### src/cms_pkg.sv
// Package for the channel mask selector: widths, reset values, channel plan
package cms_pkg;
  // ****************************************************************
  // Channel plan
  // ****************************************************************
  localparam int          NUM_CH        = 64;
  localparam int          CNT_W         = 7;
  localparam int          BASE_KHZ      = 902400;  // Channel 0 centre
  localparam int          STEP_KHZ      = 400;     // Channel spacing
  localparam int          TOP_KHZ       = 927600;  // Channel 63 centre
  localparam logic [63:0] MASK_RESET    = 64'hFFFF_FFFF_FFF7_FFFF;  // Channel 19 off
  localparam logic [63:0] AVAIL_NA      = 64'hFFFF_FFFF_FFFF_FFFF;
  localparam logic [6:0]  MIN_CNT_NA    = 7'h19;   // 25 channels
  localparam logic [6:0]  MIN_CNT_LO    = 7'h01;
  localparam logic [6:0]  MIN_CNT_HI    = 7'h32;   // 50 channels
endpackage

### src/cms_channel_select.sv
// Channel mask selector: availability map, enable mask and active set
`timescale 1ns/1ps
module cms_channel_select #(
  parameter logic [63:0] AVAIL_MAP = cms_pkg::AVAIL_NA,
  parameter logic [6:0]  MIN_COUNT = cms_pkg::MIN_CNT_NA
) (
  input  wire logic        CLK,
  input  wire logic        NRST,
  input  wire logic        MASK_WR,
  input  wire logic [63:0] MASK_WDATA,
  input  wire logic        FACTORY_RESET,
  output logic      [63:0] AVAILABLE_CHANNEL_MAP,
  output logic      [63:0] CHANNEL_ENABLE_MASK,
  output logic      [6:0]  MIN_CHANNEL_COUNT,
  output logic      [63:0] ACTIVE_CHANNELS,
  output logic      [6:0]  ELIGIBLE_COUNT,
  output logic             WR_DONE,
  output logic             WR_ERROR
);
  localparam int N = cms_pkg::NUM_CH;

  // ****************************************************************
  // Registers
  // ****************************************************************
  logic [63:0] mask_q;
  logic [63:0] active_q;
  logic [6:0]  elig_cnt_q;
  logic        done_q;
  logic        err_q;

  // ****************************************************************
  // Eligibility and selection
  // ****************************************************************
  // Constant map: nothing ever writes it, so it is a wire
  wire  [63:0] avail_map = AVAIL_MAP;
  wire  [63:0] new_elig  = MASK_WDATA & avail_map;
  wire  [63:0] cur_elig  = mask_q & avail_map;
  logic [6:0]  new_rank [N+1];
  logic [6:0]  cur_rank [N+1];
  logic [63:0] cur_sel;

  // Running prefix counts; a channel is kept while its rank is below the minimum
  assign new_rank[0] = '0;
  assign cur_rank[0] = '0;
  genvar gi;
  generate
    for (gi = 0; gi < N; gi++) begin : g_rank
      assign new_rank[gi+1] = new_rank[gi] + {6'h00, new_elig[gi]};
      assign cur_rank[gi+1] = cur_rank[gi] + {6'h00, cur_elig[gi]};
      assign cur_sel[gi]    = cur_elig[gi] && (cur_rank[gi] < MIN_COUNT);
    end
  endgenerate

  // Long carry chain traded for zero latency; fine at 250 MHz for 64 bits in most nodes
  wire new_short = new_rank[N] < MIN_COUNT;

  // ****************************************************************
  // Mask storage and write answer
  // ****************************************************************
  // Factory restore wins over a write in the same cycle
  always_ff @(posedge CLK or negedge NRST) begin
    if (!NRST) begin
      mask_q <= cms_pkg::MASK_RESET;
    end else if (FACTORY_RESET) begin
      mask_q <= cms_pkg::MASK_RESET;
    end else if (MASK_WR && !new_short) begin
      mask_q <= MASK_WDATA;
    end
  end

  // One-cycle answer pulses after each write that no factory restore swallows in the same cycle
  always_ff @(posedge CLK or negedge NRST) begin
    if (!NRST) begin
      done_q <= 1'b0;
      err_q  <= 1'b0;
    end else begin
      done_q <= MASK_WR && !FACTORY_RESET;
      err_q  <= MASK_WR && !FACTORY_RESET && new_short;
    end
  end

  // Registered active set for the hopper
  always_ff @(posedge CLK or negedge NRST) begin
    if (!NRST) begin
      active_q   <= '0;
      elig_cnt_q <= '0;
    end else begin
      active_q   <= cur_sel;
      elig_cnt_q <= cur_rank[N];
    end
  end

  // ****************************************************************
  // Outputs
  // ****************************************************************
  assign AVAILABLE_CHANNEL_MAP = avail_map;
  assign CHANNEL_ENABLE_MASK   = mask_q;
  assign MIN_CHANNEL_COUNT     = MIN_COUNT;
  assign ACTIVE_CHANNELS       = active_q;
  assign ELIGIBLE_COUNT        = elig_cnt_q;
  assign WR_DONE               = done_q;
  assign WR_ERROR              = err_q;

  // ****************************************************************
  // Check helpers
  // ****************************************************************
  // Eligible set as it stood when the active set was last loaded
  // Only the checks below read it, so it costs nothing in the netlist
  logic [63:0] elig_seen_q;

  always_ff @(posedge CLK or negedge NRST) begin
    if (!NRST) begin
      elig_seen_q <= '0;
    end else begin
      elig_seen_q <= cur_elig;
    end
  end

  // Lowest eligible channel left out, one-hot; zero when none is left out
  wire  [63:0] skipped    = elig_seen_q & ~ACTIVE_CHANNELS;
  wire  [63:0] first_skip = skipped & (~skipped + 64'h1);
  // All channels below the first one left out; all ones when none is
  wire  [63:0] below_skip = first_skip - 64'h1;
endmodule

### config.mk
export PLATFORM = sky130hd
export DESIGN_NAME = cms_channel_select
export DESIGN_NICKNAME = d
export VERILOG_FILES = /design/src/cms_pkg.sv /design/src/cms_channel_select.sv
export SDC_FILE = /design/constraint.sdc
export NUM_CORES = 1
export LEC_CHECK = 0
export ABC_CLOCK_PERIOD_IN_PS = 21000
export BUFFER_PORTS_ARGS = -buffer_cell sky130_fd_sc_hd__clkbuf_2
export CORE_ASPECT_RATIO = 0.8
export CORE_UTILIZATION = 35
export CTS_CLUSTER_SIZE = 24
export DETAILED_ROUTE_END_ITERATION = 12
export PLACE_DENSITY = 0.59
export SYNTH_ARGS = -nofsm -noshare
export SYNTH_HDL_FRONTEND = slang
export SYNTH_SLANG_ARGS = --single-unit
### constraint.sdc
create_clock -name CLK -period 21 [get_ports CLK]
set_input_delay 4.2 -clock CLK [delete_from_list [all_inputs] [get_ports CLK]]
set_output_delay 4.2 -clock CLK [all_outputs]
set_load 0.005 [all_outputs]
# Yosys cells after proc, flatten, opt, wreduce, memory -nomap -nowiden
# Cells that the tools add are included.
# word_totals
ff_bits,137
inputBits,68
# classes
n_addsub,126
order_cmp,64
n_mux,2
n_reduce_logical,69
# ops
operator,count
7-bit by 1-bit adder with 7-bit output,114
7-bit by 5-bit < comparator with 1-bit output (second input constant),58
64-bit two-way mux,2
1-bit logical AND,66
6-bit by 1-bit adder with 7-bit output,2
5-bit by 1-bit adder with 6-bit output,2
4-bit by 1-bit adder with 5-bit output,2
3-bit by 1-bit adder with 4-bit output,2
2-bit by 1-bit adder with 3-bit output,2
6-bit by 5-bit < comparator with 1-bit output (second input constant),1
1-bit by 5-bit < comparator with 1-bit output (second input constant),1
2-bit by 5-bit < comparator with 1-bit output (second input constant),1
3-bit by 5-bit < comparator with 1-bit output (second input constant),1
4-bit by 5-bit < comparator with 1-bit output (second input constant),1
5-bit < comparator (second input constant),1
1-bit by 1-bit adder with 2-bit output,2
1-bit logical NOT,2
2-bit nonzero test,1

# Logic depth before layout (Yosys ltp)
# logic_depth
ltp_word,68
mapped_depth,73

# Worst setup path before layout
# Ideal clock, no wire load.
# synth_path
path_kind,flip-flop to flip-flop
from,"register mask_q[1], in the netlist CHANNEL_ENABLE_MASK[1]"
to,"register active_q[63], in the netlist ACTIVE_CHANNELS[63]"
arrival_ns,22.688
setup_slack_ns,-1.782
path_stages_with_launch,74
period_less_slack_ns,22.782
cell_sequence,dfstp_2 -> fa_1 -> ha_1 -> ha_1 -> ha_1 -> ha_1 -> ha_1 -> ha_1 -> ha_1 -> ha_1 -> ha_1 -> ha_1 -> ha_1 -> ha_1 -> ha_1 -> ha_1 -> ha_1 -> ha_1 -> (+38 left out) -> xor2_1 -> xor2_1 -> nand3_1 -> xor2_1 -> xnor3_1 -> xor2_1 -> and3_1 -> xnor2_1 -> nand2_1 -> xnor2_1 -> nor2_1 -> a221oi_1 -> nor3_1 -> xnor2_1 -> mux2_1 -> nand2b_1 -> mux2i_1 -> a211oi_1
# synth_between
elab_chain_cells,64
# synth_rtl
item,line,text
from (decl),cms_channel_select.sv:25,logic [63:0] mask_q;
from (signal assigned),cms_channel_select.sv:63,mask_q <= cms_pkg::MASK_RESET;
from (signal assigned),cms_channel_select.sv:65,mask_q <= cms_pkg::MASK_RESET;
1-bit by 1-bit adder with 2-bit output,cms_channel_select.sv:49,"assign cur_rank[gi+1] = cur_rank[gi] + {6'h00, cur_elig[gi]};"
2-bit by 1-bit adder with 3-bit output,cms_channel_select.sv:49,
3-bit by 1-bit adder with 4-bit output,cms_channel_select.sv:49,
4-bit by 1-bit adder with 5-bit output,cms_channel_select.sv:49,
5-bit by 1-bit adder with 6-bit output,cms_channel_select.sv:49,
6-bit by 1-bit adder with 7-bit output,cms_channel_select.sv:49,
7-bit by 1-bit adder with 7-bit output (56 in series),cms_channel_select.sv:49,
7-bit by 5-bit < comparator with 1-bit output,cms_channel_select.sv:50,assign cur_sel[gi] = cur_elig[gi] && (cur_rank[gi] < MIN_COUNT);
1-bit logical AND,cms_channel_select.sv:50,
via cur_sel[63],cms_channel_select.sv:40,logic [63:0] cur_sel;
to (signal assigned),cms_channel_select.sv:88,active_q <= cur_sel;
to (decl),cms_channel_select.sv:26,logic [63:0] active_q;
# The timed path passes the listed nets, and every way through them passes these cells.
# A chain may end at the register's enable or synchronous reset.

# Final worst setup path
# layout_path
from,"register mask_q[1], in the netlist CHANNEL_ENABLE_MASK[1]"
to,"register active_q[59], in the netlist ACTIVE_CHANNELS[59]"
# layout_between
elab_chain_cells,60
# layout_rtl
item,line
1-bit by 1-bit adder with 2-bit output,cms_channel_select.sv:49
2-bit by 1-bit adder with 3-bit output,cms_channel_select.sv:49
3-bit by 1-bit adder with 4-bit output,cms_channel_select.sv:49
4-bit by 1-bit adder with 5-bit output,cms_channel_select.sv:49
5-bit by 1-bit adder with 6-bit output,cms_channel_select.sv:49
6-bit by 1-bit adder with 7-bit output,cms_channel_select.sv:49
7-bit by 1-bit adder with 7-bit output (52 in series),cms_channel_select.sv:49
7-bit by 5-bit < comparator with 1-bit output,cms_channel_select.sv:50
1-bit logical AND,cms_channel_select.sv:50
via cur_sel[59],cms_channel_select.sv:40
# The timed path passes the listed nets, and every way through them passes these cells.

==> reports/results.txt <==
The run finished with clean final reports. Leaving out fill and tap cells, the most frequent cells in the layout are sky130_fd_sc_hd__nand2_1 (262), sky130_fd_sc_hd__clkbuf_2 (203), sky130_fd_sc_hd__xnor2_1 (177). The top flip-flop cell by instance count after synthesis is sky130_fd_sc_hd__dfrtp_1.

The overall die width is 264 um. The top cell type by total area after synthesis is sky130_fd_sc_hd__dfrtp_1. The starting utilization of the core area is 0.356. Max-cap violations in this run came to 0. The later-pin clock latency in the skew report is 500 ps. Arrival time reported for the critical path endpoint: 20570 ps. The count of flip-flops with a built-in enable after synthesis works out to 0.

Entering global routing, the biggest net connects 72 pins. The simple logic cell fraction of the synthesized area is 0.205. Number of pins with negative max-slew slack in the final report: 0. The most repeated library cell on the critical path is sky130_fd_sc_hd__ha_1. Setup violations remaining at the end of the flow were counted as 0. Ranked by total cell area, the synthesized netlist is headed by sky130_fd_sc_hd__dfrtp_1 (9.6%), sky130_fd_sc_hd__ha_1 (9.1%), sky130_fd_sc_hd__dfstp_2 (8.6%). The total of flip-flops plus latches after synthesis is 137, and the required time of the worst setup path is 21410 ps.

The tools report the last weighted congestion value of the routability-driven placer as 0.904. Across all layers, the routed design uses 17100 vias. In this design, the stage delay of the slowest critical-path cell is 550 ps. The mean cell area of the mapped netlist is 8.69 um^2, and the number of iterations in the first detailed-routing pass is 5. The area share of xor/xnor cells in the synthesized design was 0.223. Proportion of synthesized chip area in sequential cells: 0.182. The H-tree generated during clock tree synthesis spans 4 levels.

Counting both buffers and inverters, the worst setup path holds a total of 0. The total clock buffers created by CTS is 17. The number of buffers added on ports was 204; the global-route wire length before repair was 91800 um. The final layout contains routed wiring with a total length of 59200 um. The tools report the via count of the first global-routing pass as 16700.

Final worst-path cycle share: 0.960. The average detailed-routed wire length per instance came out at 18.4 um. By area, the combinational part of the netlist is dominated by XOR/XNOR gates. The path class of the tightest hold or removal check is reg -> reg.

The run gives 0 as the final hold violation count. On the final layout, the worst clock skew is 15.9 ps. The count of nets after finishing was 2758. Relative to the synthesized area, the layout overhead comes to 19.4%. The top fanout value on the critical path is 10.

The run gives 56000 um^2 as the area of the die. After clock tree synthesis, the clock-pin slew on the worst setup and hold paths is 60 ps. The worst setup path is launched from a flop. The number of rows in the core area is 76, and the worst-case headroom to the max-slew limit is 0.306. The clock net in this run drives a total of 137 sinks. Global-route usage over all layers: 0.211. The initial antenna violation count is 1. The HPWL reported at the end of detailed placement is 47400 um, and the count of warnings emitted by yosys is 0. The worst setup path is captured at a flop. The run gives 2217 as the post-synthesis cell count.

Critical path class: reg -> reg. The area share of the largest cell type after synthesis works out to 0.0961. Setup repair after global routing left no endpoint under its margin. Area of the placeable core: 54100 um^2. The logs give 23000 um^2 for the finished layout cell area and 99 for the number of distinct library cell variants in the gate-level netlist after synthesis. The achievable frequency came out at 49.6 MHz. The number of buffers added to fix hold violations after cts is 0. The library cell used most frequently in the layout, excluding fill and tap cells, is sky130_fd_sc_hd__nand2_1.

The async set-reset flop share out of synthesis works out to 1.00. The portion of netlist area occupied by mux cells came out at 0.0257. The floorplan step set the die height to 212 um.

During I/O placement, the number of pins put on the boundary was 276. The share of cells above drive strength 1 was 0.231. At the pin with the least slew margin, the transition time is 1040 ps.

Clock tree root buffer cell: sky130_fd_sc_hd__clkbuf_16. The adder and majority cell fraction of the synthesized area is 0.149. The count of nets left with antenna violations after detail routing was 0.

Library cell contributing the largest single delay on the critical path: sky130_fd_sc_hd__xor3_2. Via count normalized by instance count: 5.31. The cell family contributing the most delay on the critical path is adder cells.

The complex-gate fraction of the synthesized area was 0.148. The worst path in the final design needs a cycle of 20170 ps, including I/O delays and setup. The tools report the placed standard-cell area as 21800 um^2. The number of DRC markers after the initial detailed-route iteration came out at 1176.

The tools report the maximum buffer depth of the clock tree as 2. For the post-route DRC violation count, the log shows 0. TritonCTS built the clock tree. Summing every instance area after synthesis gives 19300 um^2. The total overflow left after global routing is 0.
-- routing by layer --
layer	wire length, um	vias up	track usage
met5	0	-	0
met4	1170	0	0.0672
met3	3020	58	0.0377
met2	26700	463	0.333
met1	28300	8273	0.293
li1	-	8257	-
-- what timing repair did --
| action | CTS | global route |
|---|---|---|
| resized for setup | 19 | 34 |
| endpoints found under the hold margin | 0 | 0 |
| endpoints found under the setup margin | 8 | 13 |
| setup buffers | 5 | 1 |
| pin swaps | 7 | 9 |
-- cell families (layout without fill, tap and decap cells) --
logic type | Yosys count | after routing
AOI/OAI and AO/OA | 416 | 416
xor gates and xnor gates | 364 | 364
DFF | 137 | 137
adders and majority gates | 197 | 197
and+or+nand+nor | 801 | 801
muxes | 48 | 48
buffers and inverters | 252 | 474
other | 2 | 73
-- worst paths after layout --
path / from / end / slack [ps] / cells after the start
setup / recovery: CHANNEL_ENABLE_MASK[1]$_DFFE_PN1P_ / ACTIVE_CHANNELS[59]$_DFF_PN0_ / 830 / 64
max in group asynchronous: NRST / ELIGIBLE_COUNT[4]$_DFF_PN0_ / 15870 / 2
min in group asynchronous: NRST / ACTIVE_CHANNELS[12]$_DFF_PN0_ / 3730 / 1
hold reg to reg: CHANNEL_ENABLE_MASK[4]$_DFFE_PN1P_ / ACTIVE_CHANNELS[4]$_DFF_PN0_ / 430 / 0
hold / removal: CHANNEL_ENABLE_MASK[4]$_DFFE_PN1P_ / ACTIVE_CHANNELS[4]$_DFF_PN0_ / 430 / 0
setup reg to reg: CHANNEL_ENABLE_MASK[1]$_DFFE_PN1P_ / ACTIVE_CHANNELS[59]$_DFF_PN0_ / 830 / 64
-- flip-flops by register name (all words and copies together), names as in the netlist --
name and flops:
ELIGIBLE_COUNT 7, WR_ERROR 1, ACTIVE_CHANNELS 64, CHANNEL_ENABLE_MASK 64, WR_DONE 1
-- metrics by stage --
| stage | setup TNS (ps) | hold slack, ps | util | std cells | setup slack [ps] |
|---|---|---|---|---|---|
| after global routing | 0 | 432 | 0.425 | 3211 | 21.0 |
| after floorplan | 0 | 406 | - | 2286 | 45.8 |
| final | 0 | 427 | 0.425 | 3212 | 833 |
| after CTS | 0 | 428 | 0.419 | 3209 | 71.9 |
| after detailed placement | -1520 | 419 | 0.403 | 3172 | -487 |
| after global placement | -467 | 418 | 0.403 | 3172 | -309 |
-- Yosys cell counts, types with 15 or more instances --
cell,count
sky130_fd_sc_hd__nor3_1,78
sky130_fd_sc_hd__nand2b_1,22
sky130_fd_sc_hd__buf_4,77
sky130_fd_sc_hd__nor2_1,152
sky130_fd_sc_hd__xor2_1,91
sky130_fd_sc_hd__mux2i_1,38
sky130_fd_sc_hd__fa_1,55
sky130_fd_sc_hd__dfstp_2,63
sky130_fd_sc_hd__nand3_1,63
sky130_fd_sc_hd__o21ai_0,89
sky130_fd_sc_hd__inv_1,112
sky130_fd_sc_hd__and2_1,27
sky130_fd_sc_hd__nor2b_1,19
sky130_fd_sc_hd__o31ai_1,20
sky130_fd_sc_hd__xnor3_1,31
sky130_fd_sc_hd__nand2_1,262
sky130_fd_sc_hd__and3_1,32
sky130_fd_sc_hd__a21oi_1,86
sky130_fd_sc_hd__xnor2_1,186
sky130_fd_sc_hd__o22a_1,38
sky130_fd_sc_hd__o22ai_1,15
sky130_fd_sc_hd__dfrtp_1,74
sky130_fd_sc_hd__nand3b_1,47
sky130_fd_sc_hd__clkbuf_1,44
sky130_fd_sc_hd__ha_1,140
sky130_fd_sc_hd__xnor2_2,21
sky130_fd_sc_hd__a31oi_1,15
-- worst register-to-register path: cells and delay by family, from the launching register on --
kind / cells / cell delay [ps]
XOR/XNOR: 11 / 3990
AND/OR/NAND/NOR: 3 / 1100
flip-flops: 1 / 540
AO/OA/AOI/OAI: 3 / 540
multiplexers: 1 / 440
adder cells (fa/ha/maj): 46 / 13510
-- layout make-up --
| cell class | count | area [um^2] |
|---|---|---|
| fill | 5295 | 31100 |
| multi-input combinational | 1897 | 15500 |
| sequential | 137 | 3510 |
| timing repair buffer | 330 | 1990 |
| tap | 702 | 878 |
| clock buffer | 20 | 447 |
| inverter | 112 | 420 |
| clock inverter | 12 | 210 |
| antenna | 2 | 5.00 |
Power is left out: the tool's default activity adds up to more than one toggle a clock period on the data nets, which glitch-free logic cannot reach.
